==> config.mk <==
export PLATFORM = sky130hd
export DESIGN_NAME = omr_regs
export DESIGN_NICKNAME = d
export VERILOG_FILES = /design/src/shared/omr_pkg.sv /design/src/shared/omr_wr_if.sv /design/src/verilog/omr_gain_reg.sv /design/src/verilog/omr_settle.sv /design/src/verilog/omr_regs.sv
export SDC_FILE = /design/constraint.sdc
export NUM_CORES = 1
export LEC_CHECK = 0
export ABC_AREA = 1
export CAP_MARGIN = 20
export CORE_MARGIN = 3
export CORE_UTILIZATION = 55
export CTS_CLUSTER_DIAMETER = 100
export DETAILED_ROUTE_END_ITERATION = 7
export DONT_BUFFER_PORTS = 1
export HOLD_SLACK_MARGIN = 0.1
export PLACE_DENSITY = 0.8
export SLEW_MARGIN = 20
export SYNTH_ARGS = -nofsm -noshare
export SYNTH_HDL_FRONTEND = slang
export SYNTH_SLANG_ARGS = --single-unit
==> constraint.sdc <==
create_clock -name clk -period 2.05 [get_ports clk]
set_clock_uncertainty 0.1 [all_clocks]
set_input_delay 0.1025 -clock clk [delete_from_list [all_inputs] [get_ports clk]]
set_output_delay 0.1025 -clock clk [all_outputs]
set_load 0.02 [all_outputs]
==> src/shared/omr_pkg.sv <==
// Purpose: Constants and types for the output mixer route/gain register bank
// Assumes: APB with 32-bit data, one aligned word per register
// Notes: Printed offsets include non-multiples of four, so they are register indexes
package omr_pkg;
  localparam int OMR_NUM_GAIN = 8;
  localparam logic [7:0] OMR_IDX_L2R_RCOM = 8'h45;
  localparam logic [7:0] OMR_IDX_PGR_RCOM = 8'h46;
  localparam logic [7:0] OMR_IDX_DAR_RCOM = 8'h47;
  localparam logic [7:0] OMR_IDX_RCOM_LVL = 8'h48;
  localparam logic [7:0] OMR_IDX_L2L_MONO = 8'h49;
  localparam logic [7:0] OMR_IDX_PGL_MONO = 8'h4a;
  localparam logic [7:0] OMR_IDX_DAL_MONO = 8'h4b;
  localparam logic [7:0] OMR_IDX_L2R_MONO = 8'h4c;
  localparam logic [7:0] OMR_IDX_PGR_MONO = 8'h4d;
  // Field positions
  localparam int OMR_ROUTE_BIT = 7;
  localparam int OMR_VOL_MSB = 6;
  localparam int OMR_LVL_MSB = 7;
  localparam int OMR_LVL_LSB = 4;
  localparam int OMR_MUTE_BIT = 3;
  localparam int OMR_PDHZ_BIT = 2;
  localparam int OMR_PEND_BIT = 1;
  localparam int OMR_PWR_BIT = 0;
  // Reset values
  localparam logic [7:0] OMR_GAIN_RST = 8'h00;
  localparam logic [7:0] OMR_LVL_RST = 8'h06;
  localparam logic [3:0] OMR_LVL_MAX = 4'h9;
  // Settling time of the analog gain ramp
  localparam int OMR_SETTLE_NS = 1000;
  localparam int OMR_CLK_NS = 40;
  localparam int OMR_SETTLE_CYC = OMR_SETTLE_NS / OMR_CLK_NS;
  localparam logic [7:0] OMR_SETTLE_CNT = 8'(OMR_SETTLE_CYC);
  typedef enum logic [1:0] {
    OMR_ST_IDLE = 2'b01,
    OMR_ST_RAMP = 2'b10
  } omr_settle_t;
endpackage

==> src/shared/omr_wr_if.sv <==
// Purpose: Carries a decoded register write between bank modules
// Assumes: Single clock domain
// Notes: Strobe is one cycle wide
`timescale 1ns/100ps
`default_nettype none
interface omr_wr_if;
  logic wr;
  logic [7:0] idx;
  logic [7:0] data;
  modport src (output wr, output idx, output data);
  modport dst (input wr, input idx, input data);
endinterface
`default_nettype wire

==> src/verilog/omr_gain_reg.sv <==
// Purpose: One route-enable plus 7-bit volume register
// Assumes: Write strobe from the APB slave
// Notes: Value reaches the analog mixer controls through one more flop in omr_regs
`timescale 1ns/100ps
`default_nettype none
module omr_gain_reg
  import omr_pkg::*;
#(
  parameter logic [7:0] IDX = 8'h45
) (
  input wire logic clk,
  input wire logic rst_b,
  omr_wr_if.dst wr_bus,
  output logic [7:0] val,
  output logic changed
);
  logic [7:0] val_reg;
  logic [7:0] val_next;
  logic hit;
  always_comb begin
    hit = wr_bus.wr && (wr_bus.idx == IDX);
    val_next = hit ? wr_bus.data : val_reg;
  end
  always_ff @(posedge clk) begin
    if (!rst_b) begin
      val_reg <= OMR_GAIN_RST;
    end else begin
      val_reg <= val_next;
    end
  end
  assign val = val_reg;
  assign changed = hit && (wr_bus.data != val_reg);
endmodule
`default_nettype wire

==> src/verilog/omr_settle.sv <==
// Purpose: Tracks whether programmed gains have reached the analog path
// Assumes: Fixed ramp time after each change
// Notes: A new change restarts the ramp
`timescale 1ns/100ps
`default_nettype none
module omr_settle
  import omr_pkg::*;
(
  input wire logic clk,
  input wire logic rst_b,
  input wire logic change,
  output logic pending
);
  omr_settle_t st_reg;
  omr_settle_t st_next;
  logic [7:0] cnt_reg;
  logic [7:0] cnt_next;
  always_comb begin
    st_next = st_reg;
    cnt_next = cnt_reg;
    case (st_reg)
      OMR_ST_IDLE: begin
        if (change) begin
          st_next = OMR_ST_RAMP;
          cnt_next = OMR_SETTLE_CNT;
        end
      end
      OMR_ST_RAMP: begin
        if (change) begin
          cnt_next = OMR_SETTLE_CNT;
        end else if (cnt_reg <= 8'h01) begin
          st_next = OMR_ST_IDLE;
          cnt_next = 8'h00;
        end else begin
          cnt_next = cnt_reg - 8'h01;
        end
      end
      default: begin
        st_next = OMR_ST_RAMP;
        cnt_next = OMR_SETTLE_CNT;
      end
    endcase
  end
  // Out of reset the gains still ramp, so pending starts high
  always_ff @(posedge clk) begin
    if (!rst_b) begin
      st_reg <= OMR_ST_RAMP;
      cnt_reg <= OMR_SETTLE_CNT;
    end else begin
      st_reg <= st_next;
      cnt_reg <= cnt_next;
    end
  end
  assign pending = (st_reg == OMR_ST_RAMP);
endmodule
`default_nettype wire

==> src/verilog/omr_regs.sv <==
// Purpose: APB register bank for right common headphone and mono line mixers
// Assumes: APB slave, zero wait states, byte address = 4 x register index
// Notes: Unmapped addresses read zero and raise pslverr
`timescale 1ns/100ps
`default_nettype none
// Overview of operation
// RULE1: Right line2 to right common route bit
// RULE2: Each mixer register holds 7-bit volume
// RULE3: Right preamp to right common route bit
// RULE4: Right DAC to right common route bit
// RULE5: Level field, 1 dB steps, 0 to 9
// RULE6: Software never writes reserved level codes
// RULE7: Mute bit, zero mutes, resets muted
// RULE8: Powered-down drive select, resets high-impedance
// RULE9: Pending bit high until gains applied
// RULE10: Power bit fully powers output up
// RULE11: Left line2 to mono route bit
// RULE12: Left preamp to mono route bit
// RULE13: Left DAC to mono route bit
// RULE14: Right line2 to mono route bit
// RULE15: Right preamp to mono route bit
// RULE16: Status bit read-only, set on change
// RULE17: Stored codes go unchanged to analog controls
module omr_regs
  import omr_pkg::*;
(
  input wire logic clk,
  input wire logic rst_b,
  input wire logic psel,
  input wire logic penable,
  input wire logic pwrite,
  input wire logic [31:0] paddr,
  input wire logic [31:0] pwdata,
  input wire logic [3:0] pstrb,
  output logic [31:0] prdata,
  output logic pready,
  output logic pslverr,
  output logic rcom_right_line2_input_route,
  output logic [6:0] rcom_right_line2_input_vol,
  output logic rcom_right_input_preamp_route,
  output logic [6:0] rcom_right_input_preamp_vol,
  output logic rcom_right_dac_output_route,
  output logic [6:0] rcom_right_dac_output_vol,
  output logic [3:0] rcom_level,
  output logic rcom_unmute,
  output logic rcom_pd_hiz,
  output logic rcom_power_up,
  output logic mono_left_line2_input_route,
  output logic [6:0] mono_left_line2_input_vol,
  output logic mono_left_input_preamp_route,
  output logic [6:0] mono_left_input_preamp_vol,
  output logic mono_left_dac_output_route,
  output logic [6:0] mono_left_dac_output_vol,
  output logic mono_right_line2_input_route,
  output logic [6:0] mono_right_line2_input_vol,
  output logic mono_right_input_preamp_route,
  output logic [6:0] mono_right_input_preamp_vol
);
  localparam logic [7:0] GAIN_IDX [OMR_NUM_GAIN] = '{
    OMR_IDX_L2R_RCOM, OMR_IDX_PGR_RCOM, OMR_IDX_DAR_RCOM, OMR_IDX_L2L_MONO,
    OMR_IDX_PGL_MONO, OMR_IDX_DAL_MONO, OMR_IDX_L2R_MONO, OMR_IDX_PGR_MONO
  };

  function automatic logic idx_mapped(input logic [7:0] idx);
    logic m;
    m = (idx >= OMR_IDX_L2R_RCOM) && (idx <= OMR_IDX_PGR_MONO);
    return m;
  endfunction

  omr_wr_if wr_bus();
  logic [7:0] gain_val [OMR_NUM_GAIN];
  logic [OMR_NUM_GAIN-1:0] gain_chg;
  logic lvl_chg;
  logic pending;
  logic [7:0] idx;
  logic word_ok;
  logic access;
  logic [7:0] lvl_reg;
  logic [7:0] lvl_next;
  logic [7:0] rd_byte;
  logic [31:0] prdata_reg;
  logic [31:0] prdata_next;
  logic pslverr_reg;
  logic pslverr_next;
  logic [7:0] out_reg [OMR_NUM_GAIN];
  logic [7:0] lvl_out_reg;

  // Index decode; misaligned or high addresses fall into the error path
  always_comb begin
    idx = paddr[9:2];
    word_ok = (paddr[1:0] == 2'b00) && (paddr[31:10] == 22'h0) && idx_mapped(paddr[9:2]);
    access = psel && penable;
  end

  // Setup-cycle writes are ignored; only the access phase commits
  assign wr_bus.wr = access && pwrite && word_ok && pstrb[0];
  assign wr_bus.idx = idx;
  assign wr_bus.data = pwdata[7:0];

  for (genvar g = 0; g < OMR_NUM_GAIN; g++) begin : g_gain
    omr_gain_reg #(
      .IDX(GAIN_IDX[g])
    ) u_gain (
      .clk(clk),
      .rst_b(rst_b),
      .wr_bus(wr_bus),
      .val(gain_val[g]),
      .changed(gain_chg[g])
    );
  end

  // Level register; status bit is not writable
  always_comb begin
    lvl_next = lvl_reg;
    lvl_chg = 1'b0;
    if (wr_bus.wr && (idx == OMR_IDX_RCOM_LVL)) begin
      lvl_next[OMR_LVL_MSB:OMR_LVL_LSB] = pwdata[OMR_LVL_MSB:OMR_LVL_LSB]; // RULE5
      lvl_next[OMR_MUTE_BIT] = pwdata[OMR_MUTE_BIT]; // RULE7
      lvl_next[OMR_PDHZ_BIT] = pwdata[OMR_PDHZ_BIT]; // RULE8
      lvl_next[OMR_PWR_BIT] = pwdata[OMR_PWR_BIT]; // RULE10
      lvl_next[OMR_PEND_BIT] = 1'b0; // RULE16
      // Reserved codes are software's duty; stored as written
      lvl_chg = (pwdata[OMR_LVL_MSB:OMR_LVL_LSB] != lvl_reg[OMR_LVL_MSB:OMR_LVL_LSB]); // RULE6
    end
  end

  always_ff @(posedge clk) begin
    if (!rst_b) begin
      lvl_reg <= OMR_LVL_RST;
    end else begin
      lvl_reg <= lvl_next;
    end
  end

  // Any gain register or level change restarts the ramp
  omr_settle u_settle (
    .clk(clk),
    .rst_b(rst_b),
    .change((|gain_chg) || lvl_chg), // RULE16
    .pending(pending)
  );

  // Read mux
  always_comb begin
    rd_byte = 8'h00;
    for (int i = 0; i < OMR_NUM_GAIN; i++) begin
      if (idx == GAIN_IDX[i]) begin
        rd_byte = gain_val[i]; // RULE2
      end
    end
    if (idx == OMR_IDX_RCOM_LVL) begin
      rd_byte = lvl_reg;
      rd_byte[OMR_PEND_BIT] = pending; // RULE9
    end
    prdata_next = prdata_reg;
    pslverr_next = 1'b0;
    if (psel && !penable) begin
      prdata_next = (!pwrite && word_ok) ? {24'h0, rd_byte} : 32'h0;
      pslverr_next = !word_ok;
    end
  end

  // Answer registered in setup so pready can be a flop held high
  always_ff @(posedge clk) begin
    if (!rst_b) begin
      prdata_reg <= 32'h0;
      pslverr_reg <= 1'b0;
    end else begin
      prdata_reg <= prdata_next;
      pslverr_reg <= pslverr_next;
    end
  end

  // Analog controls registered so every output leaves a flop
  always_ff @(posedge clk) begin
    if (!rst_b) begin
      for (int i = 0; i < OMR_NUM_GAIN; i++) begin
        out_reg[i] <= OMR_GAIN_RST;
      end
      lvl_out_reg <= OMR_LVL_RST;
    end else begin
      for (int i = 0; i < OMR_NUM_GAIN; i++) begin
        out_reg[i] <= gain_val[i]; // RULE17
      end
      lvl_out_reg <= lvl_reg;
    end
  end

  logic pready_reg;
  always_ff @(posedge clk) begin
    if (!rst_b) begin
      pready_reg <= 1'b0;
    end else begin
      pready_reg <= 1'b1;
    end
  end

  assign pready = pready_reg;
  assign prdata = prdata_reg;
  // Straight from its flop; only set by a setup cycle, so low in reset
  assign pslverr = pslverr_reg;

  assign rcom_right_line2_input_route = out_reg[0][OMR_ROUTE_BIT]; // RULE1
  assign rcom_right_line2_input_vol = out_reg[0][OMR_VOL_MSB:0];
  assign rcom_right_input_preamp_route = out_reg[1][OMR_ROUTE_BIT]; // RULE3
  assign rcom_right_input_preamp_vol = out_reg[1][OMR_VOL_MSB:0];
  assign rcom_right_dac_output_route = out_reg[2][OMR_ROUTE_BIT]; // RULE4
  assign rcom_right_dac_output_vol = out_reg[2][OMR_VOL_MSB:0];
  assign rcom_level = lvl_out_reg[OMR_LVL_MSB:OMR_LVL_LSB];
  assign rcom_unmute = lvl_out_reg[OMR_MUTE_BIT];
  assign rcom_pd_hiz = lvl_out_reg[OMR_PDHZ_BIT];
  assign rcom_power_up = lvl_out_reg[OMR_PWR_BIT];
  assign mono_left_line2_input_route = out_reg[3][OMR_ROUTE_BIT]; // RULE11
  assign mono_left_line2_input_vol = out_reg[3][OMR_VOL_MSB:0];
  assign mono_left_input_preamp_route = out_reg[4][OMR_ROUTE_BIT]; // RULE12
  assign mono_left_input_preamp_vol = out_reg[4][OMR_VOL_MSB:0];
  assign mono_left_dac_output_route = out_reg[5][OMR_ROUTE_BIT]; // RULE13
  assign mono_left_dac_output_vol = out_reg[5][OMR_VOL_MSB:0];
  assign mono_right_line2_input_route = out_reg[6][OMR_ROUTE_BIT]; // RULE14
  assign mono_right_line2_input_vol = out_reg[6][OMR_VOL_MSB:0];
  assign mono_right_input_preamp_route = out_reg[7][OMR_ROUTE_BIT]; // RULE15
  assign mono_right_input_preamp_vol = out_reg[7][OMR_VOL_MSB:0];
endmodule
`default_nettype wire

==> impl_metrics.tcl <==
set metrics [dict create \
    clockRootBuffer "clkbuf_16" \
    synth_area_leaders "dfxtp_1, nand2_1, inv_1, a21oi_1, o21ai_0" \
    place_congestion 0.970 \
    start_kind "primary input" \
    clkSinkCount 162 \
    netlist_instances 1084 \
    synth_edf_count 0 \
    grt_use_total 0.294 \
    drv_cap 0 \
    fin_ws_ns 0.106 \
    crit_arrival_ns 2.20 \
    period_share 0.948 \
    hpwlAfterDp_mm 13.6 \
    tns_ns 0 \
    maxSlewHeadroom 0.579 \
    yosysTopAreaCell "dfxtp_1" \
    antennaDiodeCount 0 \
    cts_tree "yes" \
    ys_types 33 \
    total_power_mw 7.41 \
    drive_gt1_frac 0.0728 \
    cp_max_fo 3 \
    grt_pass1_wl_mm 33.9 \
    end_kind "flip-flop" \
    setup_viol 0 \
    grt_max_degree 126 \
    die_w_um 123 \
    row_count 42 \
    seq_area_um2 3250 \
    syn_avg_cell_area_um2 6.94 \
    pre_cts_slack_ns 0.0244 \
    cp_slowest_cell "dlygate4sd3_1" \
    cts_buffer_depth 2 \
    cts_buffers 17 \
    die-area_um2 15100 \
    leakagePower_nw 3.85 \
    port_buffers 0 \
    synth_warnings 0 \
    maxSlewViolCount 0 \
    min_period_ns 1.94 \
    netlist_area_um2 7530 \
    fin_nets 1189 \
    htreeDepth 4 \
    ant_nets 0 \
    core-area_um2 13300 \
    cp.required_ns 2.31 \
    ys_seq_area_frac 0.431 \
    syn2layout_area_growth_pct 15.3 \
    synth_top_flop_cell "dfxtp_1" \
    path_class "in2reg" \
    synth_most_common_cell "nand2_1" \
    max_freq_mhz 514 \
    vdd_drop_max_mv 0.562 \
    worstHoldPathType "in2reg" \
    io_pins 178 \
    tightest_slew_ns 0.629 \
    fillers 1136 \
    vias 7181 \
    power_density_nw_per_um2 854 \
    clk_pin_slew_ns 0.07 \
    ys_seq_elements 162 \
    post-route-drc-count 0 \
    overflow 0 \
    synth.top_cell.area_share 0.431 \
    status "finished, final reports clean" \
    wl_mm 22.1 \
    worstPathCellList "dlygate4sd3_1, nor4_2, dlygate4sd3_1, nand2_1, nor2_2, nand4_1, a21oi_1, nand2_1, a21oi_1" \
    antenna_found_initial 0 \
    synth_common_cells "nand2_1, inv_1, dfxtp_1, a21oi_1, o21ai_0" \
    start_util 0.566 \
    hold_viol 0 \
    multi_input_area_um2 3200 \
    drtIter0Drc 809 \
    critPathMaxStageDelay_ns 0.59 \
    grt_pass1_vias 6760 \
    wl_per_cell_um 17.0 \
    worstSkewPairLatency_ns 0.43 \
    dr.pass1.iters 5 \
    final_util 0.652 \
    die_h_um 123 \
    ys_async_sr_fraction 0 \
    routed_via_density 5.51 \
]
## layout make-up
class                   instances  area share
inverters                     206      0.0896
clock inverters                15      0.0255
well taps                     176      0.0254
flip-flops and latches        162       0.374
repair buffers                 59      0.0675
clock buffers                  17      0.0490
multi-input cells             668       0.369
## cells by family (layout without fill, tap and decap cells)
| kind of cell | Yosys count | in the layout | synth area share |
|---|---|---|---|
| flops | 162 | 162 | 0.431 |
| fa+ha+maj | 2 | 2 | 0.00332 |
| other cells | 1 | 24 | 0.000498 |
| buf+inv | 277 | 297 | 0.158 |
| simple gates | 413 | 413 | 0.242 |
| compound gates | 207 | 207 | 0.140 |
| xor+xnor | 22 | 22 | 0.0256 |
## cells in the final DEF, fill, tap and decap left out, types with 5 or more instances in the layout
master           n
nand2_1        243
inv_1          196
dfxtp_1        159
a21oi_1        105
o21ai_0         79
nor2_1          65
nand4_1         57
dlygate4sd3_1   44
conb_1          24
nand3_1         19
clkbuf_16       17
xnor2_1         13
buf_4           13
o21ai_1         12
inv_2            9
xor2_1           9
nor2_2           8
o22ai_1          6
nand3_2          5
inv_6            5
## per-layer routing
metal,vias to the layer above,wire length [um],share of wire,track usage
li1,3410,-,-,-
met1,3261,8690,0.39,0.362
met2,427,9750,0.44,0.456
met3,83,2670,0.12,0.103
met4,0,994,0.045,0.151
met5,-,0,0,0
## power by group
group | internal, mW | leakage [nW] | switching [mW]
clock network | 2.08 | 0.317 | 1.38
registers | 3.20 | 1.31 | 0.0463
logic | 0.240 | 2.23 | 0.454
## final timing paths
check / start / to / slack [ns] / cells after the start
max reg2reg: g_gain[3].u_gain.val[7] / u_settle.st_reg[0] / 0.13 / 12
min reg2reg: g_gain[7].u_gain.val[3] / out_reg[1][27] / 0.34 / 2
min: paddr[9] / prdata[1] / 0.12 / 6
max: paddr[22] / prdata[1] / 0.11 / 9
## critical path, delay by kind of cell
kind	cells	cell delay [ns]
compound gates	2	0.27
simple gates	5	0.67
buf+inv	2	1.15
## stage by stage
stage / area (um2) / std cells / hold WS, ns
final: 8670 / 1303 / 0.119
after global routing: 8670 / 1303 / 0.155
after CTS: 8610 / 1299 / 0.105
after detailed placement: 7490 / 1222 / 0.0382
after global placement: 7490 / 1222 / 0.0375
after floorplan: 7610 / 1107 / 0.0302
## repair_timing
item,in CTS,in global routing
setup buffers,0,4
gates resized for setup,0,7
hold endpoints to repair,162,0
setup endpoints to repair,0,13
hold buffers,45,0
No activity file was read; power rests on OpenSTA's default activity.
